### src/hdl/csr_pkg.sv
package csr_pkg;

   // special-function addresses
   localparam logic [7:0] STACK_ADDR       = 8'h81;
   localparam logic [7:0] PTR_LOW_ADDR_DEF = 8'h82;
   localparam logic [7:0] PTR_HIGH_ADDR    = 8'h83;
   localparam logic [7:0] STATUS_ADDR      = 8'hd0;
   localparam logic [7:0] MAIN_ADDR        = 8'he0;
   localparam logic [7:0] SEC_ADDR         = 8'hf0;

   // reset values
   localparam logic [7:0] STACK_RESET  = 8'h07;
   localparam logic [7:0] DP_RESET     = 8'h00;
   localparam logic [7:0] STATUS_RESET = 8'h00;
   localparam logic [7:0] MAIN_RESET   = 8'h00;
   localparam logic [7:0] SEC_RESET    = 8'h00;
   localparam logic [7:0] READ_ZERO    = 8'h00;

   // status word bit positions
   localparam int CARRY_BIT = 7;
   localparam int HALF_BIT  = 6;
   localparam int USER0_BIT = 5;
   localparam int RSH_BIT   = 4;
   localparam int RSL_BIT   = 3;
   localparam int RANGE_BIT = 2;
   localparam int USER1_BIT = 1;
   localparam int PAR_BIT   = 0;

   // pointer steps and bank base layout
   localparam logic [7:0]  STACK_STEP    = 8'h01;
   localparam logic [15:0] PAIR_STEP     = 16'h0001;
   localparam logic [2:0]  BANK_LOW_ZERO = 3'h0;
   localparam logic [4:0]  BANK_RESET    = 5'h00;

   typedef enum logic [2:0] {
      CSR_OP_NONE = 3'b000,
      CSR_OP_ADD  = 3'b001,
      CSR_OP_ADDC = 3'b010,
      CSR_OP_SUBB = 3'b011,
      CSR_OP_MUL  = 3'b100,
      CSR_OP_DIV  = 3'b101
   } csr_op_t;

endpackage

### src/hdl/csr_arith_if.sv
`timescale 1ns/10ps
interface csr_arith_if;
   import csr_pkg::*;
   csr_op_t    op;
   logic [7:0] lhs;
   logic [7:0] rhs;
   logic       carry_in;
   logic [7:0] res_lo;
   logic [7:0] res_hi;
   logic       carry;
   logic       half;
   logic       range;

   modport core (output op, lhs, rhs, carry_in, input res_lo, res_hi, carry, half, range);
   modport unit (input op, lhs, rhs, carry_in, output res_lo, res_hi, carry, half, range);
endinterface

### src/hdl/csr_special_regs.sv
`timescale 1ns/10ps
//Operation
// - stack pointer loads 0x07 on reset, the top byte of the lowest bank.
// - on push, increment stack pointer first, then write byte there.
// - high and low pointer bytes join into one 16-bit pointer.
// - combined pointer addresses indirect external data and program flash.
// - carry flag set on add carry or subtract borrow, else cleared.
// - half-carry set on nibble carry or borrow, else cleared.
// - two bank bits choose one of four eight-byte register banks.
// - overflow flag set on signed overflow of add, addc, subb.
// - overflow flag set when multiply product exceeds 255.
// - overflow flag set when divide has a zero divisor.
// - add, addc, subb, mul, div clear overflow otherwise.
// - read-only parity bit is one for odd ones in accumulator.
// - user flags hold software values, untouched by instructions.
// - accumulator at 0xE0, arithmetic target, software readable and writable.
// - second register at 0xF0 assists multiply and divide.
module csr_special_regs #(
   parameter logic [7:0] PTR_LOW_ADDR = csr_pkg::PTR_LOW_ADDR_DEF
) (
   input  wire logic            sys_clk_i,
   input  wire logic            rst_n_i,
   input  wire logic [7:0]      sfr_addr_i,
   input  wire logic            sfr_wr_i,
   input  wire logic [7:0]      sfr_wdata_i,
   input  wire logic            sfr_rd_i,
   output logic [7:0]           sfr_rdata_o,
   output logic                 sfr_hit_o,
   input  wire logic            ex_valid_i,
   input  wire csr_pkg::csr_op_t ex_op_i,
   input  wire logic [7:0]      ex_operand_i,
   input  wire logic            push_i,
   input  wire logic [7:0]      push_data_i,
   input  wire logic            pop_i,
   input  wire logic            data_pointer_pair_inc_i,
   output logic                 stack_wr_o,
   output logic                 stack_rd_o,
   output logic [7:0]           stack_addr_o,
   output logic [7:0]           stack_data_o,
   output logic [7:0]           stack_pointer_o,
   output logic [15:0]          data_pointer_pair_o,
   output logic [7:0]           main_arith_reg_o,
   output logic [7:0]           second_arith_reg_o,
   output logic [7:0]           program_status_word_o,
   output logic [4:0]           bank_base_o
);
   import csr_pkg::*;

   generate
      if (PTR_LOW_ADDR == STACK_ADDR || PTR_LOW_ADDR == PTR_HIGH_ADDR || PTR_LOW_ADDR == STATUS_ADDR ||
          PTR_LOW_ADDR == MAIN_ADDR || PTR_LOW_ADDR == SEC_ADDR) begin : g_bad_addr
         $error("low pointer address collides with another register");
      end
   endgenerate

   logic [7:0] stack_pointer;
   logic [7:0] data_pointer_low;
   logic [7:0] data_pointer_high;
   logic [7:0] main_arith_reg;
   logic [7:0] second_arith_reg;
   logic       carry_flag;
   logic       half_carry_flag;
   logic       user_flag_zero;
   logic       bank_select_high;
   logic       bank_select_low;
   logic       arith_range_flag;
   logic       user_flag_one;
   logic       parity_flag;
   logic [7:0] next_main;
   logic       next_parity;
   logic       sel_stack;
   logic       sel_ptr_low;
   logic       sel_ptr_high;
   logic       sel_status;
   logic       sel_main;
   logic       sel_sec;
   logic       ex_arith;
   logic       ex_wide;
   logic [15:0] data_pointer_pair;

   csr_arith_if arith ();

   // address decode
   always_comb begin
      sel_stack    = 1'b0;
      sel_ptr_low  = 1'b0;
      sel_ptr_high = 1'b0;
      sel_status   = 1'b0;
      sel_main     = 1'b0;
      sel_sec      = 1'b0;
      if (sfr_addr_i == STACK_ADDR) begin
         sel_stack = 1'b1;
      end else if (sfr_addr_i == PTR_LOW_ADDR) begin
         sel_ptr_low = 1'b1;
      end else if (sfr_addr_i == PTR_HIGH_ADDR) begin
         sel_ptr_high = 1'b1;
      end else if (sfr_addr_i == STATUS_ADDR) begin
         sel_status = 1'b1;
      end else if (sfr_addr_i == MAIN_ADDR) begin
         sel_main = 1'b1;
      end else if (sfr_addr_i == SEC_ADDR) begin
         sel_sec = 1'b1;
      end
   end

   assign ex_arith = ex_valid_i && (ex_op_i != CSR_OP_NONE);
   assign ex_wide  = ex_valid_i && (ex_op_i == CSR_OP_MUL || ex_op_i == CSR_OP_DIV);

   assign arith.op       = ex_valid_i ? ex_op_i : CSR_OP_NONE;
   assign arith.lhs      = main_arith_reg;
   assign arith.rhs      = ex_wide ? second_arith_reg : ex_operand_i;
   assign arith.carry_in = carry_flag;

   csr_arith_unit u_arith (
      .arith (arith)
   );

   always_comb begin
      next_main = main_arith_reg;
      if (ex_arith) begin
         next_main = arith.res_lo;
      end else if (sfr_wr_i && sel_main) begin
         next_main = sfr_wdata_i;
      end
   end

   csr_parity #(
      .WIDTH (8)
   ) u_parity (
      .data_i (next_main),
      .odd_o  (next_parity)
   );

   always_ff @(posedge sys_clk_i or negedge rst_n_i) begin
      if (!rst_n_i) begin
         main_arith_reg <= MAIN_RESET;
         parity_flag    <= 1'b0;
      end else begin
         main_arith_reg <= next_main;
         parity_flag    <= next_parity;
      end
   end

   always_ff @(posedge sys_clk_i or negedge rst_n_i) begin
      if (!rst_n_i) begin
         second_arith_reg <= SEC_RESET;
      end else if (ex_wide) begin
         second_arith_reg <= arith.res_hi;
      end else if (sfr_wr_i && sel_sec) begin
         second_arith_reg <= sfr_wdata_i;
      end
   end

   // arithmetic flags, instruction wins over software
   always_ff @(posedge sys_clk_i or negedge rst_n_i) begin
      if (!rst_n_i) begin
         carry_flag       <= STATUS_RESET[CARRY_BIT];
         half_carry_flag  <= STATUS_RESET[HALF_BIT];
         arith_range_flag <= STATUS_RESET[RANGE_BIT];
      end else if (ex_arith) begin
         carry_flag       <= arith.carry;
         half_carry_flag  <= arith.half;
         arith_range_flag <= arith.range;
      end else if (sfr_wr_i && sel_status) begin
         carry_flag       <= sfr_wdata_i[CARRY_BIT];
         half_carry_flag  <= sfr_wdata_i[HALF_BIT];
         arith_range_flag <= sfr_wdata_i[RANGE_BIT];
      end
   end

   always_ff @(posedge sys_clk_i or negedge rst_n_i) begin
      if (!rst_n_i) begin
         user_flag_zero   <= STATUS_RESET[USER0_BIT];
         user_flag_one    <= STATUS_RESET[USER1_BIT];
         bank_select_high <= STATUS_RESET[RSH_BIT];
         bank_select_low  <= STATUS_RESET[RSL_BIT];
         bank_base_o      <= BANK_RESET;
      end else if (sfr_wr_i && sel_status) begin
         user_flag_zero   <= sfr_wdata_i[USER0_BIT];
         user_flag_one    <= sfr_wdata_i[USER1_BIT];
         bank_select_high <= sfr_wdata_i[RSH_BIT];
         bank_select_low  <= sfr_wdata_i[RSL_BIT];
         bank_base_o      <= {sfr_wdata_i[RSH_BIT], sfr_wdata_i[RSL_BIT], BANK_LOW_ZERO};
      end
   end

   // stack pointer and stack strobes
   always_ff @(posedge sys_clk_i or negedge rst_n_i) begin
      if (!rst_n_i) begin
         stack_pointer <= STACK_RESET;
         stack_wr_o    <= 1'b0;
         stack_rd_o    <= 1'b0;
         stack_addr_o  <= STACK_RESET;
         stack_data_o  <= READ_ZERO;
      end else begin
         stack_wr_o <= 1'b0;
         stack_rd_o <= 1'b0;
         if (push_i && !pop_i) begin
            stack_pointer <= stack_pointer + STACK_STEP;
            stack_addr_o  <= stack_pointer + STACK_STEP;
            stack_data_o  <= push_data_i;
            stack_wr_o    <= 1'b1;
         end else if (pop_i && !push_i) begin
            stack_addr_o  <= stack_pointer;
            stack_rd_o    <= 1'b1;
            stack_pointer <= stack_pointer - STACK_STEP;
         end else if (sfr_wr_i && sel_stack) begin
            stack_pointer <= sfr_wdata_i;
         end
      end
   end

   assign data_pointer_pair = {data_pointer_high, data_pointer_low};

   always_ff @(posedge sys_clk_i or negedge rst_n_i) begin
      if (!rst_n_i) begin
         data_pointer_low  <= DP_RESET;
         data_pointer_high <= DP_RESET;
      end else if (data_pointer_pair_inc_i) begin
         {data_pointer_high, data_pointer_low} <= data_pointer_pair + PAIR_STEP;
      end else begin
         if (sfr_wr_i && sel_ptr_low) begin
            data_pointer_low <= sfr_wdata_i;
         end
         if (sfr_wr_i && sel_ptr_high) begin
            data_pointer_high <= sfr_wdata_i;
         end
      end
   end

   // registered read port
   always_ff @(posedge sys_clk_i or negedge rst_n_i) begin
      if (!rst_n_i) begin
         sfr_rdata_o <= READ_ZERO;
         sfr_hit_o   <= 1'b0;
      end else begin
         sfr_rdata_o <= READ_ZERO;
         sfr_hit_o   <= 1'b0;
         if (sfr_rd_i) begin
            sfr_hit_o <= 1'b1;
            if (sel_stack) begin
               sfr_rdata_o <= stack_pointer;
            end else if (sel_ptr_low) begin
               sfr_rdata_o <= data_pointer_low;
            end else if (sel_ptr_high) begin
               sfr_rdata_o <= data_pointer_high;
            end else if (sel_status) begin
               sfr_rdata_o <= program_status_word_o;
            end else if (sel_main) begin
               sfr_rdata_o <= main_arith_reg;
            end else if (sel_sec) begin
               sfr_rdata_o <= second_arith_reg;
            end else begin
               sfr_hit_o <= 1'b0;
            end
         end
      end
   end

   assign stack_pointer_o    = stack_pointer;
   assign data_pointer_pair_o = data_pointer_pair;
   assign main_arith_reg_o    = main_arith_reg;
   assign second_arith_reg_o  = second_arith_reg;
   assign program_status_word_o = {carry_flag, half_carry_flag, user_flag_zero, bank_select_high,
                                   bank_select_low, arith_range_flag, user_flag_one, parity_flag};

   // checking helpers
   logic [8:0] ref_sum9;
   logic [4:0] ref_nib5;
   logic [15:0] ref_prod;
   assign ref_sum9 = {1'b0, main_arith_reg} + {1'b0, ex_operand_i};
   assign ref_nib5 = {1'b0, main_arith_reg[3:0]} + {1'b0, ex_operand_i[3:0]};
   assign ref_prod = {8'h00, main_arith_reg} * {8'h00, second_arith_reg};

   chk_sp_reset: assert property (@(posedge sys_clk_i) $rose(rst_n_i) |-> stack_pointer_o == STACK_RESET)
      else $error("stack pointer not at reset value after reset");

   chk_push_order: assert property (@(posedge sys_clk_i) disable iff (!rst_n_i)
      push_i && !pop_i |=> stack_wr_o && stack_addr_o == $past(stack_pointer_o) + STACK_STEP
                           && stack_pointer_o == stack_addr_o)
      else $error("push did not pre-increment stack pointer");

   chk_pair_high: assert property (@(posedge sys_clk_i) disable iff (!rst_n_i)
      sfr_wr_i && sel_ptr_high && !data_pointer_pair_inc_i |=> data_pointer_pair_o[15:8] == $past(sfr_wdata_i))
      else $error("high pointer byte not in upper half");

   chk_add_carry: assert property (@(posedge sys_clk_i) disable iff (!rst_n_i)
      ex_valid_i && ex_op_i == CSR_OP_ADD |=> program_status_word_o[CARRY_BIT] == $past(ref_sum9[8]))
      else $error("carry flag wrong after add");

   chk_add_half: assert property (@(posedge sys_clk_i) disable iff (!rst_n_i)
      ex_valid_i && ex_op_i == CSR_OP_ADD |=> program_status_word_o[HALF_BIT] == $past(ref_nib5[4]))
      else $error("half carry wrong after add");

   chk_bank_base: assert property (@(posedge sys_clk_i) disable iff (!rst_n_i)
      bank_base_o == {program_status_word_o[RSH_BIT], program_status_word_o[RSL_BIT], BANK_LOW_ZERO})
      else $error("bank base does not follow bank bits");

   chk_mul_range: assert property (@(posedge sys_clk_i) disable iff (!rst_n_i)
      ex_valid_i && ex_op_i == CSR_OP_MUL |=> arith_range_flag == ($past(ref_prod[15:8]) != 8'h00)
                                             && main_arith_reg_o == $past(ref_prod[7:0]))
      else $error("multiply overflow or product wrong");

   chk_div_zero: assert property (@(posedge sys_clk_i) disable iff (!rst_n_i)
      ex_valid_i && ex_op_i == CSR_OP_DIV && second_arith_reg == 8'h00 |=> arith_range_flag)
      else $error("divide by zero did not set overflow");

   chk_parity_track: assert property (@(posedge sys_clk_i) disable iff (!rst_n_i)
      $changed(main_arith_reg_o) |-> program_status_word_o[PAR_BIT] == ^main_arith_reg_o)
      else $error("parity does not match accumulator");

   chk_user_flags: assert property (@(posedge sys_clk_i) disable iff (!rst_n_i)
      !(sfr_wr_i && sel_status) |=> $stable(user_flag_zero) && $stable(user_flag_one))
      else $error("user flag changed without software write");

   chk_psw_write: assert property (@(posedge sys_clk_i) disable iff (!rst_n_i)
      sfr_wr_i && sel_status && !ex_arith |=> program_status_word_o[7:1] == $past(sfr_wdata_i[7:1]))
      else $error("status write did not update writable bits");

endmodule // csr_special_regs

### src/hdl/csr_parity.sv
`timescale 1ns/10ps
module csr_parity #(
   parameter int WIDTH = 8
) (
   input  wire logic [WIDTH-1:0] data_i,
   output logic                  odd_o
);
   generate
      if (WIDTH < 1) begin : g_bad_width
         $error("parity width must be at least one");
      end
   endgenerate

   // odd count of ones gives one
   assign odd_o = ^data_i;
endmodule // csr_parity

### src/hdl/csr_arith_unit.sv
`timescale 1ns/10ps
module csr_arith_unit (
   csr_arith_if.unit arith
);
   import csr_pkg::*;

   logic        eff_cin;
   logic [8:0]  sum9;
   logic [4:0]  nib5;
   logic [8:0]  diff9;
   logic [4:0]  nibd;
   logic [15:0] prod;

   always_comb begin
      eff_cin = (arith.op == CSR_OP_ADDC || arith.op == CSR_OP_SUBB) ? arith.carry_in : 1'b0;
      sum9  = {1'b0, arith.lhs} + {1'b0, arith.rhs} + {8'h00, eff_cin};
      nib5  = {1'b0, arith.lhs[3:0]} + {1'b0, arith.rhs[3:0]} + {4'h0, eff_cin};
      diff9 = {1'b0, arith.lhs} - {1'b0, arith.rhs} - {8'h00, eff_cin};
      nibd  = {1'b0, arith.lhs[3:0]} - {1'b0, arith.rhs[3:0]} - {4'h0, eff_cin};
      prod  = {8'h00, arith.lhs} * {8'h00, arith.rhs};
   end

   always_comb begin
      arith.res_lo = arith.lhs;
      arith.res_hi = arith.rhs;
      arith.carry  = 1'b0;
      arith.half   = 1'b0;
      arith.range  = 1'b0;
      case (arith.op)
         CSR_OP_ADD, CSR_OP_ADDC: begin
            arith.res_lo = sum9[7:0];
            arith.carry  = sum9[8];
            arith.half   = nib5[4];
            arith.range  = (arith.lhs[7] == arith.rhs[7]) && (sum9[7] != arith.lhs[7]);
         end
         CSR_OP_SUBB: begin
            arith.res_lo = diff9[7:0];
            arith.carry  = diff9[8];
            arith.half   = nibd[4];
            arith.range  = (arith.lhs[7] != arith.rhs[7]) && (diff9[7] != arith.lhs[7]);
         end
         CSR_OP_MUL: begin
            arith.res_lo = prod[7:0];
            arith.res_hi = prod[15:8];
            arith.range  = (prod[15:8] != 8'h00);
         end
         CSR_OP_DIV: begin
            if (arith.rhs == 8'h00) begin
               arith.range = 1'b1;
            end else begin
               arith.res_lo = arith.lhs / arith.rhs;
               arith.res_hi = arith.lhs % arith.rhs;
            end
         end
         default: begin
            arith.res_lo = arith.lhs;
         end
      endcase
   end
endmodule // csr_arith_unit

### config.mk
export PLATFORM = sky130hd
export DESIGN_NAME = csr_special_regs
export DESIGN_NICKNAME = d
export VERILOG_FILES = /design/src/hdl/csr_pkg.sv /design/src/hdl/csr_arith_if.sv /design/src/hdl/csr_special_regs.sv /design/src/hdl/csr_parity.sv /design/src/hdl/csr_arith_unit.sv
export SDC_FILE = /design/constraint.sdc
export NUM_CORES = 1
export LEC_CHECK = 0
export ABC_AREA = 1
export BUFFER_PORTS_ARGS = -buffer_cell sky130_fd_sc_hd__buf_2
export CAP_MARGIN = 30
export CORE_UTILIZATION = 50
export DETAILED_ROUTE_END_ITERATION = 10
export PLACE_DENSITY = 0.67
export SYNTH_ARGS = -nofsm -noshare
export SYNTH_HDL_FRONTEND = slang
export SYNTH_SLANG_ARGS = --single-unit
### constraint.sdc
create_clock -name sys_clk_i -period 12.3 [get_ports sys_clk_i]
set_input_delay 1.23 -clock sys_clk_i [delete_from_list [all_inputs] [get_ports sys_clk_i]]
set_output_delay 1.23 -clock sys_clk_i [all_outputs]
set_load 0.005 [all_outputs]
## Word level (Yosys, flattened, before mapping)

Cells that the tools add are included.

| storage, ports and cells | value |
|---|---|
| input bits | 43 |
| word-level logic and storage cells | 146 |
| register bits after elaboration | 77 |
| output and inout bits | 80 |

| cells by class | value |
|---|---|
| div/mod/pow operators | 2 |
| reductions and logical operators | 27 |
| multipliers | 1 |
| eq/ne operators | 17 |
| add/subtract/negate cells | 11 |
| multiplexer cells | 68 |

Operators by type and width:

| operator | number |
|---|---|
| $mux 8 | 23 |
| $eq 8x8->1 const B | 6 |
| $mux 1 | 39 |
| $pmux 8 s4 | 1 |
| $add 16x1->16 const B | 1 |
| $mul 8x8->16 | 1 |
| $pmux 8 s2 | 1 |
| $eq 3x3->1 const B | 4 |
| $logic_and 1x1->1 | 12 |
| $reduce_bool 2->1 | 5 |
| $add 8x8->9 | 1 |
| $add 9x1->9 | 1 |
| $sub 8x8->9 | 1 |
| $sub 9x1->9 | 1 |
| $add 8x1->8 const B | 1 |
| $div 8x8->8 | 1 |
| $logic_not 8->1 | 1 |
| $mod 8x8->8 | 1 |
| $reduce_bool 8->1 | 1 |
| $reduce_xor 8->1 | 1 |
| $sub 8x1->8 const B | 1 |
| $eq 3x2->1 const B | 2 |
| $reduce_bool 3->1 | 2 |
| $add 4x4->5 | 1 |
| 12 further kinds | 17 |

## Longest topological paths before layout

Gate-level depths: netlist (run 1).

| logic depth | value |
|---|---|
| word-level depth | 14 |
| depth in mapped cells | 90 |
| depth with buffers taken out | 89 |

## Cells and area by module

A second synthesis (run 1) with hierarchy kept.

| second synthesis, totals | value |
|---|---|
| cell total of the unflattened synthesis | 1529 |
| area, all modules | 10301.1 um^2 |

By module, submodules not included:

| module | instances | sequential area each (um^2) | area an instance (um^2) | cells an instance |
|---|---|---|---|---|
| csr_arith_unit | 1 | 0.0 | 5470.2 | 841 |
| csr_special_regs | 1 | 1884.3 | 4654.5 | 641 |
| csr_parity | 1 | 0.0 | 176.4 | 47 |

## Worst setup path after synthesis (run 1)

Ideal clock, no wire load.

| path | value |
|---|---|
| kind | input to register |
| start point | in ex_op_i[1] |
| end point | reg parity_flag |
| setup time | 113 ps |
| slack | 2125 ps |
| arrival time | 10062 ps |
| data required time | 12187 ps |
| stages | 82 |
| path buffers | 1 |
| cells stage by stage | inv_2 -> nand3_4 -> o21ai_2 -> ha_1 -> nand3b_1 -> nor2_1 -> nand2_1 -> nand2_1 -> inv_1 -> ha_1 -> o21ai_0 -> nand2_1 -> nand3_1 -> nand2_1 -> nand2_1 -> inv_1 -> ha_1 -> nand2_1 -> [46 not listed] -> nand3_1 -> and2_1 -> ha_1 -> inv_1 -> nor4_1 -> nand4_1 -> nand3_1 -> nand2_1 -> nand4_1 -> nand2_1 -> nand2_1 -> nand2_1 -> nand2_1 -> nand2_1 -> nand2_1 -> nand3_1 -> nand2_1 -> inv_1 |

| on the way | value |
|---|---|
| cells in the longest elaborated chain, start to end | 9 |
| elaborated cells on any way between the ends | 27 |
| classes of those cells | 4 x add/sub; 1 x mul; 1 x div; 7 x eq/ne; 6 x mux; 8 x reduce/logical |

Ends and longest elaborated chain:

| element | line | source |
|---|---|---|
| from (decl) | csr_special_regs.sv:30 | `input wire csr_pkg::csr_op_t ex_op_i,` |
| $eq 3x3->1 | csr_special_regs.sv:107 | `assign ex_wide = ex_valid_i && (ex_op_i == CSR_OP_MUL \|\| ex_op_i == CSR_OP_DIV);` |
| $logic_or 1x1->1 | csr_special_regs.sv:107 |  |
| $logic_and 1x1->1 | csr_special_regs.sv:107 |  |
| $mux 8 | csr_special_regs.sv:111 | `assign arith.rhs = ex_wide ? second_arith_reg : ex_operand_i;` |
| $div 8x8->8, or another cell as far along | csr_arith_unit.sv:51 | `arith.res_lo = arith.lhs / arith.rhs;` |
| $mux 8, or another cell as far along | csr_arith_unit.sv:48 | `if (arith.rhs == 8'h00) begin` |
| $pmux 8 s4 | csr_arith_unit.sv:29 | `case (arith.op)` |
| $mux 8 * | csr_special_regs.sv:120 | `if (ex_arith) begin` |
| net next_main[0] | csr_special_regs.sv:69 | `logic [7:0] next_main;` |
| $reduce_xor 8->1 * | csr_parity.sv:15 | `assign odd_o = ^data_i;` |
| net next_parity | csr_special_regs.sv:70 | `logic next_parity;` |
| to (signal assigned) | csr_special_regs.sv:140 | `parity_flag <= next_parity;` |
| to (decl) | csr_special_regs.sv:68 | `logic parity_flag;` |

Mark *: on every way through the listed nets, which the timed path passes. The rest lies on a longest branch.
A chain may end at the register's enable or synchronous reset.

## Final worst setup path (run 1)

Same ends and word-level chain as after synthesis.

==> results.ini, run 1 <==
[timing]
fin_crit_sh_pct = 92.1
tightest_slew_ps = 1070
setup_viol_count_final = 0
finClkSkew_ps = 10.3
hold_slack_ps = 468
slew_headroom_pct = 28.1
timing.final.crit_period_ps = 11330
hold_violations = 0
maxSlewViolCount = 0
fmax_mhz = 88.3

[logic_synthesis]
netlist.area_leader.share_pct = 17.8
ys_types = 52
ys_seq_area_share_pct = 19.4
synthXorXnorAreaFrac_pct = 3.70
synth_top_family_by_area = simple AND/OR/NAND/NOR gates
synth_compound_area_share_pct = 15.9
yosysTopAreaCell = dfrtp_1
synth-seq-cells = 75
netlist_area_sq_mm = 0.00970
avgSynthCellArea_sq_um = 6.76
synth_area_leaders = dfrtp_1 (18%), nand2_1 (13%), ha_1 (13%)
syn-instance-count = 1435
synth_fa_ha_area_share_pct = 21.0
synth_mux_area_share_pct = 0.116
yosys.area_share.simple_pct = 27.7
yosysWarnings = 0

[floorplan]
rows = 50
coreArea_sq_mm = 0.0188
initial_core_util_pct = 51.5
die_width_um = 141
ioPinCount = 123
die_h_um = 141
die-area_sq_mm = 0.0200

[power_and_ir_drop]
peakVddDrop_v = 0.000301
p_per_area_mw_per_mm2 = 280
leakage_nw = 5.85

[global_route]
grt_max_degree = 76
grtUsageTotal_pct = 32.5
grt_pass1_wl_mm = 50.0
grt_pass1_vias = 9158
grt_overflow = 0
antenna_found_initial = 0

[placement]
dpl_cell_area_sq_mm = 0.0105
dp.cells = 1782
gp_congestion = 0.962
io_buffer_count = 119
dpl.hpwl_mm = 25.1

[final_layout]
stdcell_area_sq_mm = 0.0109
fin_nets = 1724
fin_cells = 1807
final_layout_size_suffix_gt1_share_pct = 13.7
final_util_pct = 58.1
diodes = 0
syn2layout_area_growth_pct = 12.8

[critical_path]
critPathMaxStageDelay_ps = 350
worst-path-max-fanout = 11
worstSetupStartpointType = input pin
worstSetupPathType = in2reg
critPathCaptureType = flip-flop
crit_family = simple AND/OR/NAND/NOR gates
required_ps = 12540
crit_buf_inv = 14
crit_path_frequent_cell = nand2_1
critPathSlowestCell = ha_1
crit_arrival_ps = 11570

[routing]
wl_mm = 32.3
num_vias = 10103
initialDrtViolationCount = 968
drc = 0
wl_per_cell_um = 17.9
first_pass_iters = 5
postRouteAntennaNets = 0
via_per_inst = 5.59

[clock_network]
cts_tree = built
clk_pin_slew_ps = 60
postCtsHoldBufs = 0
clock_sinks = 75
clock_latency_ps = 340
clockBufferDepth = 2
cts_buffers = 9
ctsRootBufferMaster = clkbuf_16
htreeDepth = 3

[status]
run_status = finished clean

[hold_path]
hp-class = reg2reg

[flow_run]
cap_violations = 0

## worst min-delay path, stage by stage, from the launching register on
cell and delay [ps]:
dfrtp_1 340, nand2_1 50, nand2_1 50
## synth_stat cells, drive strengths merged
library cell	instances
a221oi	1
nand4	15
dfrtp	69
inv	250
xor2	26
a22oi	3
a21oi	75
nand3	80
nor4	5
o211ai	24
ha	99
xnor2	15
o2111ai	2
nand3b	5
a31oi	15
clkbuf	21
dfstp	6
nor3	16
o221ai	17
o22ai	7
o21ai	97
nor2	122
a41oi	1
a211oi	6
conb	1
nor3b	1
or2	8
o21a	4
clkinv	5
buf	20
mux2	1
o21bai	3
fa	40
a311oi	1
a32o	1
a21o	2
nand2	361
and2	9
o311ai	1
## metal layers
metal  routed length (um)  GRT usage [%]
met5                    0              0
met4                  721           7.84
met3                 2840           5.40
met2                14000           49.4
met1                14700           47.9
## cells by family (layout without fill, tap and decap cells)
| logic type | after synthesis | in the layout |
|---|---|---|
| xor+xnor | 41 | 41 |
| simple gates | 622 | 622 |
| buf+inv | 296 | 406 |
| mux | 1 | 1 |
| other cells | 1 | 3 |
| flops | 75 | 75 |
| compound gates | 260 | 260 |
| fa+ha+maj | 139 | 139 |
## flip-flops by register name, summed over array words and instances (netlist names)
register and cells:
stack_pointer_o 8, data_pointer_high 8, second_arith_reg_o 8, bank_select_high 1, bank_base_o 1, main_arith_reg_o 8
sfr_rdata_o 8, arith.carry_in 1, stack_addr_o 8, stack_data_o 8, parity_flag 1, data_pointer_low 8
arith_range_flag 1, user_flag_one 1, sfr_hit_o 1, half_carry_flag 1, stack_rd_o 1, stack_wr_o 1
user_flag_zero 1
## cell type report
type | count | area, sq um
Clock buffer | 9 | 225
Multi-Input combinational cell | 1066 | 6710
Fill cell | 1838 | 7890
Clock inverter | 7 | 98.8
Sequential cell | 75 | 1880
Inverter | 255 | 957
Tap cell | 260 | 325
Timing Repair Buffer | 135 | 738
## timing repair
action | 4_1_cts | 5_1_grt
buffers inserted | 0 | 8
hold endpoints to repair | 0 | 0
endpoints found under the setup margin | 0 | 10
gates resized for setup | 0 | 13
## placed cells by master (no fill, tap or decap), drive strengths merged, types with 15 or more instances in the layout
cell / synthesis / routed
nor2: 122 / 122
nand2: 361 / 361
nor3: 16 / 16
inv: 250 / 252
ha: 99 / 99
o221ai: 17 / 17
nand3: 80 / 80
xor2: 26 / 26
fa: 40 / 40
buf: 20 / 135
a31oi: 15 / 15
nand4: 15 / 15
dfrtp: 69 / 69
a21oi: 75 / 75
o21ai: 97 / 97
o211ai: 24 / 24
xnor2: 15 / 15
## path summary, 6_finish.rpt
check,startpoint,slack [ps],to,depth (start not counted)
max,ex_op_i[1],970,parity_flag$_DFF_PN0_,83
min,stack_data_o[2]$_DFFE_PN0P_,470,stack_data_o[2]$_DFFE_PN0P_,2
max reg2reg,main_arith_reg_o[7]$_DFF_PN0_,1740,parity_flag$_DFF_PN0_,79
min reg2reg,stack_data_o[2]$_DFFE_PN0P_,470,stack_data_o[2]$_DFFE_PN0P_,2
max in group asynchronous,rst_n_i,10980,stack_pointer_o[0]$_DFFE_PN1P_,2
min in group asynchronous,rst_n_i,710,stack_addr_o[7]$_DFFE_PN0P_,1
## per-stage QoR
| step | total power [mW] | setup WS (ps) | TNS (ps) |
|---|---|---|---|
| final | 3.06 | 974 | 0 |
| after detailed placement | 2.68 | 263 | 0 |
| after global placement | 2.67 | 638 | 0 |
| after global routing | 3.39 | -104 | -174 |
| after floorplan | 2.05 | 2120 | 0 |
| after CTS | 2.99 | 581 | 0 |
## power by group
group          total [mW]  switching, mW  internal, mW
clock               0.294          0.114         0.180
combinational        2.39           1.52         0.867
sequential          0.381         0.0842         0.297
(Power assumes the default switching activity.)
==> inputs of run 2 (changes only) <==
==> constraint.sdc (replaced) <==
create_clock -name sys_clk_i -period 12.3 [get_ports sys_clk_i]
set_input_delay 2.46 -clock sys_clk_i [delete_from_list [all_inputs] [get_ports sys_clk_i]]
set_output_delay 2.46 -clock sys_clk_i [all_outputs]
set_load 0.005 [all_outputs]
==> results.ini, run 2 (synthesis results as in run 1) <==
[status]
run_status = finished clean

[timing]
hold_slack_ps = 464  ; -4.10 ps
tightest_slew_ps = 927  ; -145 ps
slew_headroom_pct = 37.7  ; +9.6 points
fmax_mhz = 85.4  ; -3.3%
timing.final.crit_period_ps = 11710  ; +382 ps
tns_ps = 0  ; unchanged
setup_slack_ps = 593  ; -382 ps
fin_crit_sh_pct = 95.2  ; +3.1 points
hold_violations = 0  ; unchanged
setup_viol_count_final = 0  ; unchanged
maxSlewViolCount = 0  ; unchanged
finClkSkew_ps = 7.04  ; -3.31 ps

[placement]
dpl.hpwl_mm = 25.2  ; +0.10%
io_buffer_count = 119  ; unchanged
dp.cells = 1795  ; +0.73%
pre_cts_ws_ps = -319  ; -582 ps
dpl_cell_area_sq_mm = 0.0106  ; +0.93%
gp_congestion = 0.969  ; +0.70%

[clock_network]
postCtsHoldBufs = 0  ; unchanged
clk_pin_slew_ps = 60  ; about the same
clock_latency_ps = 330  ; about the same
htreeDepth = 3  ; unchanged
clock_sinks = 75  ; unchanged
clockBufferDepth = 2  ; unchanged
ctsRootBufferMaster = clkbuf_16
cts_buffers = 9  ; unchanged
cts_tree = built

[final_layout]
diodes = 0  ; unchanged
final_util_pct = 61.1  ; +3.0 points
final_layout_size_suffix_gt1_share_pct = 19.1  ; +5.4 points
fin_cells = 1824  ; +0.94%
stdcell_area_sq_mm = 0.0115  ; +5.2%
layout_commonest_cell = nand2_1
layout_common_cells = nand2_1 (323), inv_1 (235), buf_2 (119)
fill_cells = 1812  ; -1.4%
fin_nets = 1741  ; +0.99%
syn2layout_area_growth_pct = 18.7

[power_and_ir_drop]
p_total_mw = 3.27  ; +6.9%
p_per_area_mw_per_mm2 = 284  ; +1.5%
peakVddDrop_v = 0.000261  ; -13%
leakage_nw = 6.02  ; +2.8%

[critical_path]
crit_buf_inv = 13  ; -1
reg2reg_to = second_arith_reg_o[6]$_DFFE_PN0P_
worst_r2r_path_depth = 76  ; -3.8%
worstReg2RegStart = main_arith_reg_o[7]$_DFF_PN0_
worstSetupPathType = in2reg
worst-path-max-fanout = 8  ; -3
reg2reg_setup_slack_ps = 2410  ; +670 ps
worstSetupStartpointType = input pin
required_ps = 12530  ; about the same
crit_family = simple AND/OR/NAND/NOR gates
crit_path_frequent_cell = nand2_1
critPathCaptureType = flip-flop
crit_arrival_ps = 11930  ; +360 ps
critPathMaxStageDelay_ps = 450  ; +100 ps
critPathSlowestCell = fa_1

[routing]
num_vias = 10218  ; +1.1%
wl_mm = 32.7  ; +1.4%
postRouteAntennaNets = 0  ; unchanged
initialDrtViolationCount = 928  ; -4.1%
wl_per_cell_um = 17.9  ; +0.43%
via_per_inst = 5.60  ; +0.20%
first_pass_iters = 5  ; unchanged
drc = 0  ; unchanged

[floorplan]
die_width_um = 141  ; unchanged
die-area_sq_mm = 0.0200  ; unchanged
ioPinCount = 123  ; unchanged
die_h_um = 141  ; unchanged
coreArea_sq_mm = 0.0188  ; unchanged
initial_core_util_pct = 51.5  ; unchanged
rows = 50  ; unchanged

[global_route]
grt_pass1_vias = 9187  ; +0.32%
grt_max_degree = 76  ; unchanged
grtUsageTotal_pct = 32.6  ; +0.071 points
antenna_found_initial = 1  ; +1
grt_pass1_wl_mm = 50.0  ; about the same
grt_overflow = 0  ; unchanged

[hold_path]
hp-class = reg2reg
hold_depth = 2  ; unchanged
hp-start = stack_data_o[7]$_DFFE_PN0P_
hold_end = stack_data_o[7]$_DFFE_PN0P_

[flow_run]
cap_violations = 0  ; unchanged

run 2: changes by cell type in the layout (fill, tap and decap cells not counted), moves of 3 or more:
cell	change
o21ai_2	+8
nand2_4	+4
o21ai_0	-7
inv_2	+3
inv_1	-6
nand2_2	+14
nand3_2	+13
inv_4	+3
buf_4	+13
ha_4	+20
ha_1	-20
nand3_1	-12
nand2_1	-18
run 2: final cells by class:
| type | count | area, sq um | area share, % |
|---|---|---|---|
| Clock buffer | 12 | 246 | 2.14 |
| Clock inverter | 4 | 73.8 | 0.641 |
| Inverter | 255 | 970 | 8.42 |
| Multi-Input combinational cell | 1066 | 7130 | 61.9 |
| Sequential cell | 75 | 1880 | 16.4 |
| Tap cell | 260 | 325 | 2.83 |
| Timing Repair Buffer | 152 | 883 | 7.67 |
run 2: tightest hold or removal path, delay by kind of cell (launching register included):
kind / cells / cell delay, ps
flops: 1 / 330
simple gates: 2 / 100
run 2: timing repair:
action                                  4_1_cts  5_1_grt
resized for setup                             0      102
endpoints found under the setup margin        0       10
setup buffers                                 0       10
run 2: worst max-delay path by stage:
stage          startpoint                                end  depth (start not counted)
6_report       ex_op_i[1]  second_arith_reg_o[6]$_DFFE_PN0P_                         81
5_1_grt        ex_op_i[1]              parity_flag$_DFF_PN0_                         85
4_1_cts        ex_valid_i              parity_flag$_DFF_PN0_                         83
3_5_place_dp   ex_valid_i              parity_flag$_DFF_PN0_                         83
3_3_place_gp   ex_valid_i              parity_flag$_DFF_PN0_                         82
2_1_floorplan  ex_op_i[1]              parity_flag$_DFF_PN0_                         82
run 2: power by group:
part / switching [mW] / leakage, nW / total (mW) / internal (mW)
clock network: 0.102 / 0.157 / 0.286 / 0.183
logic: 1.61 / 4.93 / 2.60 / 0.991
registers: 0.0856 / 0.931 / 0.383 / 0.297
run 2: routing by layer:
layer | routed length [um] | track usage (%) | vias to the layer above
met5 | 0 | 0 | -
met4 | 711 | 9.32 | 0
met3 | 3380 | 6.92 | 64
met2 | 14100 | 47.9 | 472
met1 | 14600 | 47.8 | 4779
li1 | - | - | 4903
==> inputs of run 3 (changes only) <==
- CTS_CLUSTER_DIAMETER: default -> 80
- clock period: 12.3 -> 15.1 ns (I/O delays scaled with it)
==> results.ini, run 3 (synthesis results as in run 1) <==
[global_route]
grt_overflow = 0  ; unchanged
grt_pass1_vias = 9344  ; +1.7%
antenna_found_initial = 1  ; unchanged
grtUsageTotal_pct = 32.6  ; +0.034 points
grt_max_degree = 76  ; unchanged
grt_pass1_wl_mm = 50.1  ; +0.25%

[routing]
wl_mm = 32.0  ; -2.2%
num_vias = 10081  ; -1.3%
drc = 0  ; unchanged
postRouteAntennaNets = 0  ; unchanged
wl_per_cell_um = 17.8  ; -0.74%
via_per_inst = 5.61  ; +0.14%
initialDrtViolationCount = 878  ; -5.4%
first_pass_iters = 5  ; unchanged

[timing]
slew_headroom_pct = 38.1  ; +0.44 points
hold_violations = 0  ; unchanged
fin_crit_sh_pct = 90.8
setup_viol_count_final = 0  ; unchanged
fmax_mhz = 72.9
hold_slack_ps = 465  ; +1.06 ps
tns_ps = 0  ; unchanged
timing.final.crit_period_ps = 13710
finClkSkew_ps = 4.00  ; -3.03 ps
tightest_slew_ps = 920  ; -6.51 ps
maxSlewViolCount = 0  ; unchanged
setup_slack_ps = 1390  ; +795 ps
rsz0062_at_grt = no

[critical_path]
required_ps = 15340  ; +2810 ps
critPathMaxStageDelay_ps = 430  ; -20 ps
worstSetupStartpointType = input pin
crit_buf_inv = 12  ; -1
worst-path-max-fanout = 19  ; +11
critPathSlowestCell = o21ai_2
crit_path_frequent_cell = nand2_1
crit_family = simple AND/OR/NAND/NOR gates
worstSetupPathType = in2reg
critPathCaptureType = flip-flop
crit_arrival_ps = 13950  ; +2020 ps

[floorplan]
die-area_sq_mm = 0.0200  ; unchanged
die_width_um = 141  ; unchanged
rows = 50  ; unchanged
ioPinCount = 123  ; unchanged
coreArea_sq_mm = 0.0188  ; unchanged
initial_core_util_pct = 51.5  ; unchanged
die_h_um = 141  ; unchanged

[flow_run]
cap_violations = 0  ; unchanged

[placement]
dpl.hpwl_mm = 25.1  ; -0.44%
io_buffer_count = 119  ; unchanged
gp_congestion = 0.957  ; -1.2%
pre_cts_ws_ps = 1210  ; +1530 ps

[clock_network]
ctsRootBufferMaster = clkbuf_16
clockBufferDepth = 2  ; unchanged
cts_tree = built
cts_buffers = 9  ; unchanged
clock_sinks = 75  ; unchanged
clock_latency_ps = 340  ; about the same
htreeDepth = 3  ; unchanged
clk_pin_slew_ps = 60  ; about the same
cts_setup_buffers = 0  ; unchanged
cts_resized = 0  ; unchanged
postCtsHoldBufs = 0  ; unchanged

[power_and_ir_drop]
p_sw_mw = 1.37  ; -24%
swShare_pct = 55.5  ; +0.41 points
p_total_mw = 2.48  ; -24%
leakage_nw = 5.80  ; -3.7%
combPwrFrac_pct = 77.3  ; -2.3 points
seqPwrFrac_pct = 12.5  ; +0.8 points
p_per_area_mw_per_mm2 = 229  ; -20%
clkPwrFrac_pct = 10.3  ; +1.6 points
internal_power_mw = 1.10  ; -25%
peakVddDrop_v = 0.000252  ; -3.5%

[final_layout]
final_layout_size_suffix_gt1_share_pct = 12.5  ; -6.6 points
diodes = 0  ; unchanged
fin_nets = 1714  ; -1.6%
layout_commonest_cell = nand2_1
layout_common_cells = nand2_1 (343), inv_1 (242), buf_2 (118)
syn2layout_area_growth_pct = 11.6
fill_cells = 1862  ; +2.8%

[hold_path]
hp-class = reg2reg

[status]
run_status = finished clean

run 3: final timing paths:
path | end | slack, ps | cells after the start | startpoint
worst max register to register | parity_flag$_DFF_PN0_ | 4080 | 80 | second_arith_reg_o[0]$_DFFE_PN0P_
max in group asynchronous | stack_pointer_o[0]$_DFFE_PN1P_ | 12030 | 2 | rst_n_i
worst min-delay path | stack_data_o[7]$_DFFE_PN0P_ | 470 | 2 | stack_data_o[7]$_DFFE_PN0P_
worst max-delay path | parity_flag$_DFF_PN0_ | 1390 | 82 | ex_op_i[1]
min in group asynchronous | stack_data_o[5]$_DFFE_PN0P_ | 2480 | 1 | rst_n_i
worst min register to register | stack_data_o[7]$_DFFE_PN0P_ | 470 | 2 | stack_data_o[7]$_DFFE_PN0P_
run 3: layout make-up:
type                       count  area, sq um  share of cell area [%]
sequential                    75         1880                    17.4
timing repair buffer         125          663                    6.13
multi-input combinational   1066         6650                    61.4
inverter                     255          957                    8.84
tap                          260          325                    3.00
clock buffer                  10          239                    2.21
clock inverter                 6          111                    1.03
run 3: tightest hold or removal path, stage by stage (launching register included):
cell and delay (ps):
dfrtp_1 340, nand2_1 50, nand2_1 50
run 3: power by group through the flow:
stage	Combinational (mW)	Sequential [mW]	Clock (mW)
after floorplan	1.39	0.283	0
after global placement	1.87	0.310	0
after detailed placement	1.88	0.309	0
after CTS	1.90	0.306	0.256
after global routing	2.18	0.312	0.265
final	1.91	0.309	0.254
run 3: routing by layer:
metal	track usage (%)	share of wire (%)	vias up
li1	-	-	4841
met2	49.1	43	455
met1	46.8	45	4714
met5	0	0.047	-
met4	9.50	2.8	2
met3	7.05	9.4	69
run 3: per-stage QoR:
step / instance area, sq um / utilization, % / cells
final: 10800 / 57.5 / 1797
after global routing: 10800 / 57.5 / 1797
after CTS: 10800 / 57.3 / 1795
after detailed placement: 10400 / 55.4 / 1779
after global placement: 10400 / 55.4 / 1779
after floorplan: 9710 / - / 1437
